--- src/hdl/prc_defs.svh ---
// Constants for the reset, clock-out and media pair sequencer
`ifndef PRC_DEFS_SVH
`define PRC_DEFS_SVH

// Core clock rate in kHz (40 MHz)
`define PRC_CLK_KHZ 40000
// Longest completion time after reset or powerdown release, in us (5 ms)
`define PRC_SETTLE_US 5000
// Crossover hunt dwell time per configuration, in us
`define PRC_XOVER_US 100

// Counter and field widths and pair count held in the state types
`define PRC_TMR_W 20
`define PRC_XCNT_W 16
`define PRC_CFG_W 8
`define PRC_ADDR_W 5
`define PRC_PAIRS 4

// Pair masks
`define PRC_PAIR_NONE 4'h0
`define PRC_PAIR_ALL 4'hF
`define PRC_PAIR_ZERO 4'h1
`define PRC_PAIR_ONE 4'h2
`define PRC_PAIR_UPPER 4'hC

// Strap defaults held before the first sample
`define PRC_AUTOX_DEFAULT 1'b1
`define PRC_MDIX_DEFAULT 1'b0
`define PRC_ADDR_DEFAULT 5'h00
`define PRC_CFG_DEFAULT 8'h00

`endif

--- src/hdl/prc_pkg.sv ---
// Types for the reset, clock-out and media pair sequencer
`default_nettype none
`include "prc_defs.svh"

package prc_pkg;

   typedef enum logic [1:0] {
      PRC_HELD,
      PRC_SETTLE,
      PRC_RUN
   } prc_phase_t;

   typedef struct packed {
      prc_phase_t phase;
      logic core_rst_n;
      logic clk_strap_en;
      logic clk_out_en;
      logic autox;
      logic mdix_fixed;
      logic mdix;
      logic [`PRC_XCNT_W-1:0] xcnt;
      logic [`PRC_ADDR_W-1:0] phy_addr;
      logic [`PRC_CFG_W-1:0] cfg;
      logic [`PRC_PAIRS-1:0] tx_en;
      logic [`PRC_PAIRS-1:0] rx_en;
   } prc_state_t;

   typedef struct packed {
      logic [`PRC_TMR_W-1:0] count;
      logic armed;
   } prc_timer_state_t;

endpackage : prc_pkg

`default_nettype wire

--- src/hdl/prc_timer_if.sv ---
// Handshake between the sequencer and its settle timer
`default_nettype none

interface prc_timer_if;
   logic hold;
   logic busy;
   logic done;

   modport owner (output hold, input busy, input done);
   modport timer (input hold, output busy, output done);
endinterface : prc_timer_if

`default_nettype wire

--- src/hdl/prc_settle_timer.sv ---
// Completion timer: reloads while held, counts down after release
`default_nettype none
`include "prc_defs.svh"

module prc_settle_timer #(
   parameter int unsigned CYCLES = 200000
) (
   input wire logic i_clk,        // Core clock
   input wire logic i_resetn,     // Async reset, active low
   prc_timer_if.timer tmr         // Hold in, busy and done out
);

   localparam logic [`PRC_TMR_W-1:0] LOAD = (`PRC_TMR_W)'(CYCLES - 1);

   generate
      if (CYCLES < 2 || CYCLES > (1 << `PRC_TMR_W)) begin : g_bad
         $error("prc_settle_timer: CYCLES out of range");
      end
   endgenerate

   prc_pkg::prc_timer_state_t q_reg;
   prc_pkg::prc_timer_state_t q_next;

   always_comb begin
      q_next = q_reg;
      if (tmr.hold) begin
         q_next.count = LOAD;
         q_next.armed = 1'b1;
      end else if (q_reg.armed) begin
         if (q_reg.count == '0) begin
            q_next.armed = 1'b0;
         end else begin
            q_next.count = q_reg.count - 1'b1;
         end
      end
   end

   always_ff @(posedge i_clk or negedge i_resetn) begin
      if (!i_resetn) begin
         q_reg <= '{count: LOAD, armed: 1'b1};
      end else begin
         q_reg <= q_next;
      end
   end

   assign tmr.busy = q_reg.armed;
   assign tmr.done = q_reg.armed && !tmr.hold && (q_reg.count == '0);
endmodule : prc_settle_timer

`default_nettype wire

--- src/hdl/phy_reset_clock_pair_map.sv ---
// Reset, powerdown, clock-out enable and media pair direction control
`default_nettype none
`include "prc_defs.svh"

// Summary of operation
// - at gigabit speed all four pairs transmit and receive together
// - 10/100: pair zero transmits when straight, receives when crossed
// - 10/100: pair one receives when straight, transmits when crossed
// - 10/100: pairs two and three carry nothing
// - straight or crossed choice is made internally by hunting for link
// - when enabled, a 125 MHz clock is offered to the MAC
// - the MAC clock output is off unless enabled
// - MAC clock enabled by the low-active strap or by management request
// - strap sampled during reset; clock runs through reset if asserted
// - all reset activity completes within 5 ms of reset release
// - configuration and address straps are latched during reset
// - all reset activity completes within 5 ms of powerdown release
// - every function stays inactive while powerdown is asserted
// - configuration and address straps are latched during powerdown
// - with auto crossover strapped off, a second strap fixes the pairing
module phy_reset_clock_pair_map #(
   parameter int unsigned SETTLE_CYCLES =
      (`PRC_SETTLE_US * `PRC_CLK_KHZ) / 1000,
   parameter int unsigned XOVER_CYCLES =
      (`PRC_XOVER_US * `PRC_CLK_KHZ) / 1000
) (
   input wire logic i_clk,                         // 40 MHz core clock
   input wire logic i_resetn,                      // Async power-on reset
   input wire logic i_hw_reset_n,                  // Reset pin, low active
   input wire logic i_hw_powerdown_in,             // Powerdown pin, high
   input wire logic i_mac_clock_enable_strap_n,    // Clock-out strap, low
   input wire logic i_mgmt_clock_enable,           // Management clock req
   input wire logic i_autox_strap,                 // 1 = auto crossover
   input wire logic i_mdix_strap,                  // 0 straight, 1 crossed
   input wire logic [`PRC_ADDR_W-1:0] i_phy_addr_strap, // Address straps
   input wire logic [`PRC_CFG_W-1:0] i_config_strap,    // Config straps
   input wire logic i_speed_gig,                   // 1 = gigabit speed
   input wire logic i_link_ok,                     // Link established
   output logic o_core_reset_n,                    // Core reset, low
   output logic o_ready,                           // Sequence complete
   output logic o_mac_clock_out_enable,            // Gate for 125 MHz out
   output logic o_mdix_active,                     // 1 = crossed pairing
   output logic [`PRC_PAIRS-1:0] o_media_pair_tx_en, // Per-pair transmit
   output logic [`PRC_PAIRS-1:0] o_media_pair_rx_en, // Per-pair receive
   output logic [`PRC_ADDR_W-1:0] o_phy_addr,      // Latched address
   output logic [`PRC_CFG_W-1:0] o_config          // Latched config
);

   localparam logic [`PRC_XCNT_W-1:0] XOVER_LAST =
      (`PRC_XCNT_W)'(XOVER_CYCLES - 1);

   generate
      if (XOVER_CYCLES < 2 || XOVER_CYCLES > (1 << `PRC_XCNT_W)) begin : g_bx
         $error("phy_reset_clock_pair_map: XOVER_CYCLES out of range");
      end
      if (SETTLE_CYCLES < 2 || SETTLE_CYCLES > (1 << `PRC_TMR_W)) begin : g_bs
         $error("phy_reset_clock_pair_map: SETTLE_CYCLES out of range");
      end
   endgenerate

   prc_timer_if tmr ();

   prc_settle_timer #(
      .CYCLES (SETTLE_CYCLES)
   ) u_settle (
      .i_clk (i_clk),
      .i_resetn (i_resetn),
      .tmr (tmr.timer)
   );

   prc_pkg::prc_state_t q_reg;
   prc_pkg::prc_state_t q_next;

   logic held;
   logic run_next;
   logic mdix_next;

   // Either pin alone holds the core; powerdown also covers reset pin
   assign held = !i_hw_reset_n || i_hw_powerdown_in;
   // Timer reloads for as long as either pin is active
   assign tmr.hold = held;

   always_comb begin
      q_next = q_reg;
      case (q_reg.phase)
         prc_pkg::PRC_HELD: begin
            q_next.core_rst_n = 1'b0;
            // Straps follow the pins only while a pin holds; the release
            // edge is already outside reset and must not resample them
            if (held) begin
               q_next.phy_addr = i_phy_addr_strap;
               q_next.cfg = i_config_strap;
               q_next.autox = i_autox_strap;
               q_next.mdix_fixed = i_mdix_strap;
            end
            if (!i_hw_reset_n) begin
               q_next.clk_strap_en = !i_mac_clock_enable_strap_n;
            end
            if (!held) begin
               q_next.phase = prc_pkg::PRC_SETTLE;
            end
         end
         prc_pkg::PRC_SETTLE: begin
            q_next.core_rst_n = 1'b0;
            if (held) begin
               q_next.phase = prc_pkg::PRC_HELD;
            end else if (tmr.done) begin
               // Release with the latched fixed pairing, or straight when auto crossover is on
               q_next.phase = prc_pkg::PRC_RUN;
               q_next.core_rst_n = 1'b1;
               q_next.mdix = q_reg.autox ?
                  `PRC_MDIX_DEFAULT : q_reg.mdix_fixed;
               q_next.xcnt = '0;
            end
         end
         prc_pkg::PRC_RUN: begin
            if (held) begin
               q_next.phase = prc_pkg::PRC_HELD;
               q_next.core_rst_n = 1'b0;
            end else if (!q_reg.autox) begin
               q_next.mdix = q_reg.mdix_fixed;
               q_next.xcnt = '0;
            end else if (i_link_ok) begin
               // While a link is up the pairing is left alone
               q_next.xcnt = '0;
            end else if (q_reg.xcnt == XOVER_LAST) begin
               q_next.xcnt = '0;
               q_next.mdix = !q_reg.mdix;
            end else begin
               q_next.xcnt = q_reg.xcnt + 1'b1;
            end
         end
         default: begin
            q_next.phase = prc_pkg::PRC_HELD;
            q_next.core_rst_n = 1'b0;
         end
      endcase

      run_next = (q_next.phase == prc_pkg::PRC_RUN);
      mdix_next = q_next.mdix;

      // Clock gate: powerdown wins, as it disables every function
      if (i_hw_powerdown_in) begin
         q_next.clk_out_en = 1'b0;
      end else if (!i_hw_reset_n) begin
         q_next.clk_out_en = !i_mac_clock_enable_strap_n;
      end else begin
         q_next.clk_out_en = q_next.clk_strap_en ||
            (run_next && i_mgmt_clock_enable);
      end

      // Pair directions only while the core is out of reset
      if (!run_next) begin
         q_next.tx_en = `PRC_PAIR_NONE;
         q_next.rx_en = `PRC_PAIR_NONE;
      end else if (i_speed_gig) begin
         q_next.tx_en = `PRC_PAIR_ALL;
         q_next.rx_en = `PRC_PAIR_ALL;
      end else if (mdix_next) begin
         q_next.tx_en = `PRC_PAIR_ONE;
         q_next.rx_en = `PRC_PAIR_ZERO;
      end else begin
         q_next.tx_en = `PRC_PAIR_ZERO;
         q_next.rx_en = `PRC_PAIR_ONE;
      end
   end

   always_ff @(posedge i_clk or negedge i_resetn) begin
      if (!i_resetn) begin
         q_reg.phase <= prc_pkg::PRC_HELD;
         q_reg.core_rst_n <= 1'b0;
         q_reg.clk_strap_en <= 1'b0;
         q_reg.clk_out_en <= 1'b0;
         q_reg.autox <= `PRC_AUTOX_DEFAULT;
         q_reg.mdix_fixed <= `PRC_MDIX_DEFAULT;
         q_reg.mdix <= `PRC_MDIX_DEFAULT;
         q_reg.xcnt <= '0;
         q_reg.phy_addr <= `PRC_ADDR_DEFAULT;
         q_reg.cfg <= `PRC_CFG_DEFAULT;
         q_reg.tx_en <= `PRC_PAIR_NONE;
         q_reg.rx_en <= `PRC_PAIR_NONE;
      end else begin
         q_reg <= q_next;
      end
   end

   assign o_core_reset_n = q_reg.core_rst_n;
   assign o_ready = (q_reg.phase == prc_pkg::PRC_RUN);
   assign o_mac_clock_out_enable = q_reg.clk_out_en;
   assign o_mdix_active = q_reg.mdix;
   assign o_media_pair_tx_en = q_reg.tx_en;
   assign o_media_pair_rx_en = q_reg.rx_en;
   assign o_phy_addr = q_reg.phy_addr;
   assign o_config = q_reg.cfg;

   // Helper: cycles since a release while not yet running
   logic [`PRC_TMR_W:0] since_release;
   always_ff @(posedge i_clk or negedge i_resetn) begin
      if (!i_resetn) begin
         since_release <= '0;
      end else if (held || q_reg.phase == prc_pkg::PRC_RUN) begin
         since_release <= '0;
      end else begin
         since_release <= since_release + 1'b1;
      end
   end
endmodule : phy_reset_clock_pair_map

`default_nettype wire

--- config.mk ---
export PLATFORM = sky130hd
export DESIGN_NAME = phy_reset_clock_pair_map
export DESIGN_NICKNAME = d
export VERILOG_FILES = /design/src/hdl/prc_pkg.sv /design/src/hdl/prc_timer_if.sv /design/src/hdl/prc_settle_timer.sv /design/src/hdl/phy_reset_clock_pair_map.sv
export VERILOG_INCLUDE_DIRS = /design/src /design/src/hdl
export SDC_FILE = /design/constraint.sdc
export NUM_CORES = 1
export LEC_CHECK = 0
export ABC_AREA = 1
export BUFFER_PORTS_ARGS = -buffer_cell sky130_fd_sc_hd__buf_2
export CAP_MARGIN = 20
export CORE_MARGIN = 3
export CORE_UTILIZATION = 45
export DETAILED_ROUTE_END_ITERATION = 10
export SYNTH_ARGS = -nofsm -noshare
export SYNTH_HDL_FRONTEND = slang
export SYNTH_SLANG_ARGS = --single-unit
--- constraint.sdc ---
create_clock -name i_clk -period 2.25 [get_ports i_clk]
set_input_delay 0.225 -clock i_clk [delete_from_list [all_inputs] [get_ports i_clk]]
set_output_delay 0.225 -clock i_clk [all_outputs]
set_load 0.02 [all_outputs]
==> results of run 1 <==
==> worst register-to-register path: stages (launching register included) <==
cell and delay, ns:
dfrtp_1 0.40, inv_1 0.16, ha_1 0.24, inv_1 0.08, o21ai_0 0.40, nand2_4 0.25
inv_2 0.18, o21ai_0 0.10, o21ai_0 0.08, inv_1 0.05
==> worst max-delay path by stage <==
stage | cells after the start | start | end | slack [ns]
after floorplan | 9 | q_reg[44] | q_reg[33] | 0.53
after global placement | 9 | q_reg[44] | q_reg[33] | 0.32
after detailed placement | 9 | q_reg[44] | q_reg[33] | 0.23
after CTS | 9 | q_reg[44] | q_reg[33] | 0.21
after global routing | 10 | q_reg[44] | q_reg[33] | 0.01
final | 9 | q_reg[44] | q_reg[32] | 0.19
==> logic make-up (layout without fill, tap and decap cells) <==
| group | count (synthesis) | in the layout | synth area share [%] |
|---|---|---|---|
| simple gates | 185 | 185 | 26.5 |
| buf+inv | 85 | 130 | 11.7 |
| compound gates | 64 | 64 | 10.4 |
| flops | 61 | 61 | 43.5 |
| mux | 14 | 14 | 4.44 |
| fa+ha+maj | 7 | 7 | 2.47 |
| xor+xnor | 4 | 4 | 0.987 |
==> metrics by stage <==
step	instances	worst slack [ns]	util [%]
floorplan	420	0.525	-
global placement	548	0.324	50.7
detailed placement	548	0.229	50.7
CTS	564	0.211	52.9
global route	564	0.0112	52.9
finish	564	0.194	52.9
==> cells in the final DEF, fill, tap and decap left out, types with 2 or more instances in the layout <==
master	instances
a21oi_1	22
a31oi_1	2
a32oi_1	2
buf_2	47
buf_4	7
clkbuf_1	3
clkbuf_8	10
clkinv_2	2
dfrtp_1	48
dfstp_2	13
ha_1	7
inv_1	53
inv_2	5
mux2_2	14
nand2_1	67
nand2_2	8
nand2_4	3
nand3_1	16
nand3b_1	3
nand4_1	8
nand4_2	2
nor2_1	42
nor2_2	10
nor2_4	5
nor3_1	8
nor3_2	2
nor3b_2	2
nor4_1	4
o21a_1	3
o21ai_0	22
o21ai_1	5
o21ai_2	2
o22ai_1	2
xor2_1	3
==> power by group <==
| group | switching (mW) | leakage, nW | internal, mW | total (mW) |
|---|---|---|---|---|
| sequential | 0.0933 | 0.765 | 1.26 | 1.36 |
| clock | 0.405 | 0.0833 | 0.421 | 0.827 |
| combinational | 0.561 | 1.02 | 0.337 | 0.898 |
| total | 1.06 | 1.87 | 2.02 | 3.08 |
==> layout make-up <==
| cell class | count | area [sq um] |
|---|---|---|
| Clock buffer | 13 | 149 |
| Tap cell | 99 | 124 |
| Timing Repair Buffer | 55 | 298 |
| Sequential cell | 61 | 1540 |
| Fill cell | 734 | 3510 |
| Inverter | 60 | 228 |
| Clock inverter | 2 | 10.0 |
| Multi-Input combinational cell | 274 | 1590 |
==> routing by layer <==
metal,vias to the layer above,wire length [microns],global-route usage (%)
li1,1434,-,-
met1,1307,3530,23.9
met2,64,3410,28.5
met3,6,378,4.78
met4,0,80,6.25
met5,-,0,0
==> summary.txt, run 1 <==
Timing
  • Final setup viols: 0
  • Setup TNS: 0 ns
  • RSZ-0062 raised after global routing: no
  • Final Max Slew Viols: 0
  • Max_slew headroom: approximately 70%
  • Clk_skew: just under 0.007 ns
  • Final Hold Viols: 0
  • Worst-margin pin slew: 0.468 ns
  • Final worst path period share: 91.4%
  • Max Freq: between 400 and 500 MHz
  • Period minus WS final: a little over 2 ns
  • Fin Hold WS: around 0.11 ns

Finish
  • Share of cells above drive strength 1: 29.5%
  • Area Overhead vs Synth: 11.0%
  • Final nets: 491
  • Post-Layout Inst Area: around 0.004 sq mm
  • Diode count: 0
  • Max reg flops: 21

Clocking
  • H-tree depth: 3
  • Number of gates resized after cts: 0
  • CTS tree: built
  • Clock root cell: clkbuf_8
  • Total CTS buffers: 9
  • Clock Latency Late Sink: around 0.33 ns
  • CTS sink count: between 60 and 70
  • Cts hold-fix bufs: 1
  • Reg clk slew, reported paths: 0.06 ns
  • Clock Path Buffers: 2
  • Setup Fix Bufs, Post-CTS: 0

Synth
  • Synth area leader: dfrtp_1
  • Syn_nets: between 400 and 500
  • Register area share after synthesis: 43.5%
  • Avg Cell Area, Syn: between 8 and 9 sq um
  • Area share of the largest cell type after synthesis: approximately a third
  • EDFF count, synth: 0
  • Synthesis-stage register bit count: between 60 and 70
  • Unique masters post-synth: 45
  • Cell area after synthesis: 0.00355 sq mm
  • Synth warn: 0
  • Predominant post-synthesis flop cell: dfrtp_1
  • Syn Inst Count: 420
  • Top cells by count, synth: 67 x nand2_1, 53 x inv_1, 48 x dfrtp_1, 42 x nor2_1
  • Most common cell in the netlist: nand2_1
  • Post-synthesis async set-or-reset flop share: between 90% and 100%
  • Synth area leaders: dfrtp_1 34%, dfstp_2 9.6%, nand2_1 7.1%

Routing
  • DRT Wirelength: between 7 and 8 mm
  • DRC violations left: 0
  • Vias/cell: roughly 5
  • Post-route ant nets: 0
  • Vias: about 2800
  • Initial detailed-routing violation count: around 160
  • WL/cell: approximately 13 microns
  • Initial DRT Pass Iterations: 4

Placed design
  • Post-DP HPWL: around 5.6 mm
  • Area of placed instances: 0.00377 sq mm
  • Buffers added on ports: 47
  • GPL Wtd Cong: between 0.8 and 0.9

Global route
  • Vias in the first global route: about 2700
  • Largest net degree at the start of global routing: 24
  • Remaining global-route overflow: 0
  • Gr usage total: a little under a fifth
  • First-pass GRT wire length: 12.6 mm
  • Initial antenna violation count: 0

Min path
  • Worst Hold Path EP: o_media_pair_rx_en[2]
  • Hold Path Origin: i_speed_gig
  • Worst hold path class: in -> reg
  • Hold Path Stages: 3

Floorplan
  • CORE AREA: approximately 0.0074 sq mm
  • I/O Pins: 48
  • Die Wd: 94.8 microns
  • FP Rows: 31
  • Initial Util: a little under half
  • Die ar.: 0.00899 sq mm
  • DIE HEIGHT: ~95 microns

Critical path
  • Reg2Reg Setup Slack: just under 0.2 ns
  • Critical path's slowest cell: dfrtp_1
  • Crit path cell chain: inv_1 > ha_1 > inv_1 > o21ai_0 > nand2_4 > inv_2 > o21ai_0 > o21ai_0 > inv_1
  • Setup crit end kind: flip-flop
  • CP startpoint kind: flip-flop
  • Critical Path AT: around 2.3 ns
  • R2R Path End: q_reg[32]
  • Family with the most delay on the worst path: compound AO/OA/AOI/OAI gates
  • Worst-path fanout max: 19
  • Crit Path Category: reg -> reg
  • Reg2Reg Depth: 9
  • Slowest cell delay on critical path: about 0.40 ns
  • Buf/Inv on CP: 4
  • CP Data Required Time: 2.47 ns
  • Reg-to-reg startpoint: q_reg[44]

Power and ir drop
  • Leak Pwr: ~1.9 nW
  • Pwr Total: 3.08 mW
  • Pwr per Cell Area: about 800 mW/mm^2
  • Worst IR Drop VDD: around 430 uV

Job
  • Max-Cap Viols: 0

Run status
  • Status: completed
Note: power is estimated with default switching activity, not from simulation.
==> run 2, diff against run 1 <==
- BUFFER_PORTS_ARGS: -buffer_cell sky130_fd_sc_hd__buf_2 -> not set
- DONT_BUFFER_PORTS: not set -> 1
- GPL_ROUTABILITY_DRIVEN: not set -> 0
==> summary.txt, run 2 (synthesized netlist as in run 1, its figures left out) <==
Run status
  • Status: completed

Routing
  • DRT Wirelength: 7.02 mm (-5.1%)
  • Initial DRT Pass Iterations: 4 (unchanged)
  • Post-route ant nets: 0 (unchanged)
  • Vias/cell: 5.10 (+2.3%)
  • WL/cell: 13.5 microns (+3.1%)
  • Initial detailed-routing violation count: 108 (-34%)
  • DRC violations left: 0 (unchanged)
  • Vias: 2646 (-5.9%)

Clocking
  • CTS tree: built
  • Cts hold-fix bufs: 3 (+2)
  • Total CTS buffers: 9 (unchanged)
  • Reg clk slew, reported paths: 0.08 ns (+0.02 ns)
  • H-tree depth: 3 (unchanged)
  • CTS sink count: 61 (unchanged)
  • Clock root cell: clkbuf_8
  • Clock Latency Late Sink: 0.34 ns (about the same)
  • Number of gates resized after cts: 0 (unchanged)
  • Clock Path Buffers: 2 (unchanged)
  • Setup Fix Bufs, Post-CTS: 0 (unchanged)

Floorplan
  • Die Wd: 94.8 microns (unchanged)
  • FP Rows: 31 (unchanged)
  • DIE HEIGHT: 94.8 microns (unchanged)
  • Initial Util: 47.7% (unchanged)
  • Die ar.: 0.00899 sq mm (unchanged)
  • I/O Pins: 48 (unchanged)
  • CORE AREA: 0.00745 sq mm (unchanged)

Global route
  • Largest net degree at the start of global routing: 62 (+160%)
  • Vias in the first global route: 2678 (-2.5%)
  • Remaining global-route overflow: 0 (unchanged)
  • First-pass GRT wire length: 12.2 mm (-3.8%)
  • GR Util met2: 28.4% (-0.18 points)
  • Met1 Usage GRT: 21.6% (-2.3 points)
  • Gr usage total: 17.5% (-0.55 points)
  • GR Util met3: 6.93% (+2.2 points)
  • Initial antenna violation count: 0 (unchanged)
  • GRT Max-Usage Layer: met2

Timing
  • Period minus WS final: 2.02 ns (-0.0319 ns)
  • Final setup viols: 0 (unchanged)
  • Final Max Slew Viols: 0 (unchanged)
  • Max_slew headroom: 53.3% (-15 points)
  • Setup TNS: 0 ns (unchanged)
  • Final Hold Viols: 0 (unchanged)
  • Clk_skew: 0.0122 ns (+0.00531 ns)
  • RSZ-0062 raised after global routing: no
  • Max Freq: 494 MHz (+1.6%)
  • Final worst path period share: 90.0% (-1.4 points)
  • Worst-margin pin slew: 0.701 ns (+0.233 ns)

Finish
  • Final nets: 445 (-9.4%)
  • Final cell count without fillers: 519 (-8.0%)
  • Fill count: 745 (+1.5%)
  • Area Overhead vs Synth: 6.87%
  • Diode count: 0 (unchanged)
  • Max reg flops: 21 (unchanged)
  • Most common cell after layout, fill and taps aside: nand2_1
  • Share of cells above drive strength 1: 22.1% (-7.3 points)
  • Commonest cells after routing, fill and taps aside: 67 x nand2_1, 53 x inv_1, 48 x dfrtp_1, 42 x nor2_1

Critical path
  • Setup crit end kind: flip-flop
  • Crit path cell chain: inv_1 > ha_1 > inv_1 > o21ai_0 > nand2_4 > nor2_4 > nand2_2 > nor2_1 > nor3_2
  • Crit Path Category: reg -> reg
  • Critical path's slowest cell: dfrtp_1
  • Reg2Reg Setup Slack: 0.23 ns (+0.03 ns)
  • Slowest cell delay on critical path: 0.40 ns (about the same)
  • CP startpoint kind: flip-flop
  • CP Data Required Time: 2.48 ns (about the same)
  • Most common cell on crit path: inv_1
  • Critical Path AT: 2.25 ns (-0.03 ns)
  • Worst-path fanout max: 19 (unchanged)

Placed design
  • Placed cells: 499 (-8.9%)
  • Buffers added on ports: 0 (-100%)
  • Post-DP HPWL: 5.08 mm (-8.5%)

Job
  • Max-Cap Viols: 0 (unchanged)

Power and ir drop
  • Pwr per Cell Area: 845 mW/mm^2 (+8.1%)
  • Worst IR Drop VDD: 604 uV (+41%)
  • Pwr Total: 3.21 mW (+4.0%)
  • Leak Pwr: 1.70 nW (-9.1%)

Min path
  • Worst hold path class: in -> reg
-- run 2: cell count changes in the layout (fill, tap and decap cells not counted) --
cell and delta:
buf_2 -47, clkinvlp_4 +2, clkbuf_1 -3, clkbuf_8 -1, buf_16 +1, clkinv_2 +1
buf_4 -2, dlygate4sd3_1 +2, bufinv_16 +2
-- run 2: area by class of cell --
cell class                 count  area, sq um  area share, %
clock buffer                   9          124           3.27
clock inverter                 7         90.1           2.37
inverter                      60          228           6.00
multi-input combinational    274         1590           41.9
sequential                    61         1540           40.7
tap                           99          124           3.27
timing repair buffer           9         95.1           2.51
-- run 2: metrics by stage --
stage | utilization (%) | setup WS, ns | hold slack (ns) | cell area (sq um)
after global placement | 47.3 | 0.328 | -0.0684 | 3520
after global routing | 50.9 | 0.0660 | 0.00135 | 3790
after floorplan | - | 0.525 | -0.0706 | 3550
after detailed placement | 47.3 | 0.246 | -0.0680 | 3520
final | 50.9 | 0.225 | 0.0185 | 3790
after CTS | 50.8 | 0.205 | 0.00835 | 3780
-- run 2: worst paths after layout --
| path | from | endpoint | cells past startpoint |
|---|---|---|---|
| worst max register to register | q_reg[44] | q_reg[33] | 9 |
| min in group asynchronous | i_resetn | u_settle.q_reg[19] | 2 |
| worst min-delay path | i_hw_powerdown_in | o_mac_clock_out_enable | 3 |
| worst max-delay path | q_reg[44] | q_reg[33] | 9 |
| max in group asynchronous | i_resetn | u_settle.q_reg[6] | 2 |
| worst min register to register | q_reg[41] | q_reg[41] | 2 |
-- run 2: worst max-delay path, delay by kind of cell (launching register included) --
kind / cells / cell delay [ns]
fa+ha+maj: 1 / 0.24
compound gates: 1 / 0.37
buf+inv: 2 / 0.24
flops: 1 / 0.40
simple gates: 5 / 0.66
-- run 2: where the power goes --
part	switching, mW	leakage [nW]	internal (mW)	total (mW)
sequential	0.256	0.765	1.26	1.52
combinational	0.365	0.828	0.252	0.617
clock	0.453	0.105	0.617	1.07
-- run 2: metal layers --
| layer | wire length, microns | share of wire [%] | up-vias |
|---|---|---|---|
| met2 | 3240 | 46 | 61 |
| met5 | 0 | 0 | - |
| met1 | 3280 | 47 | 1233 |
| met3 | 421 | 6.0 | 7 |
| li1 | - | - | 1345 |
| met4 | 74 | 1.1 | 0 |
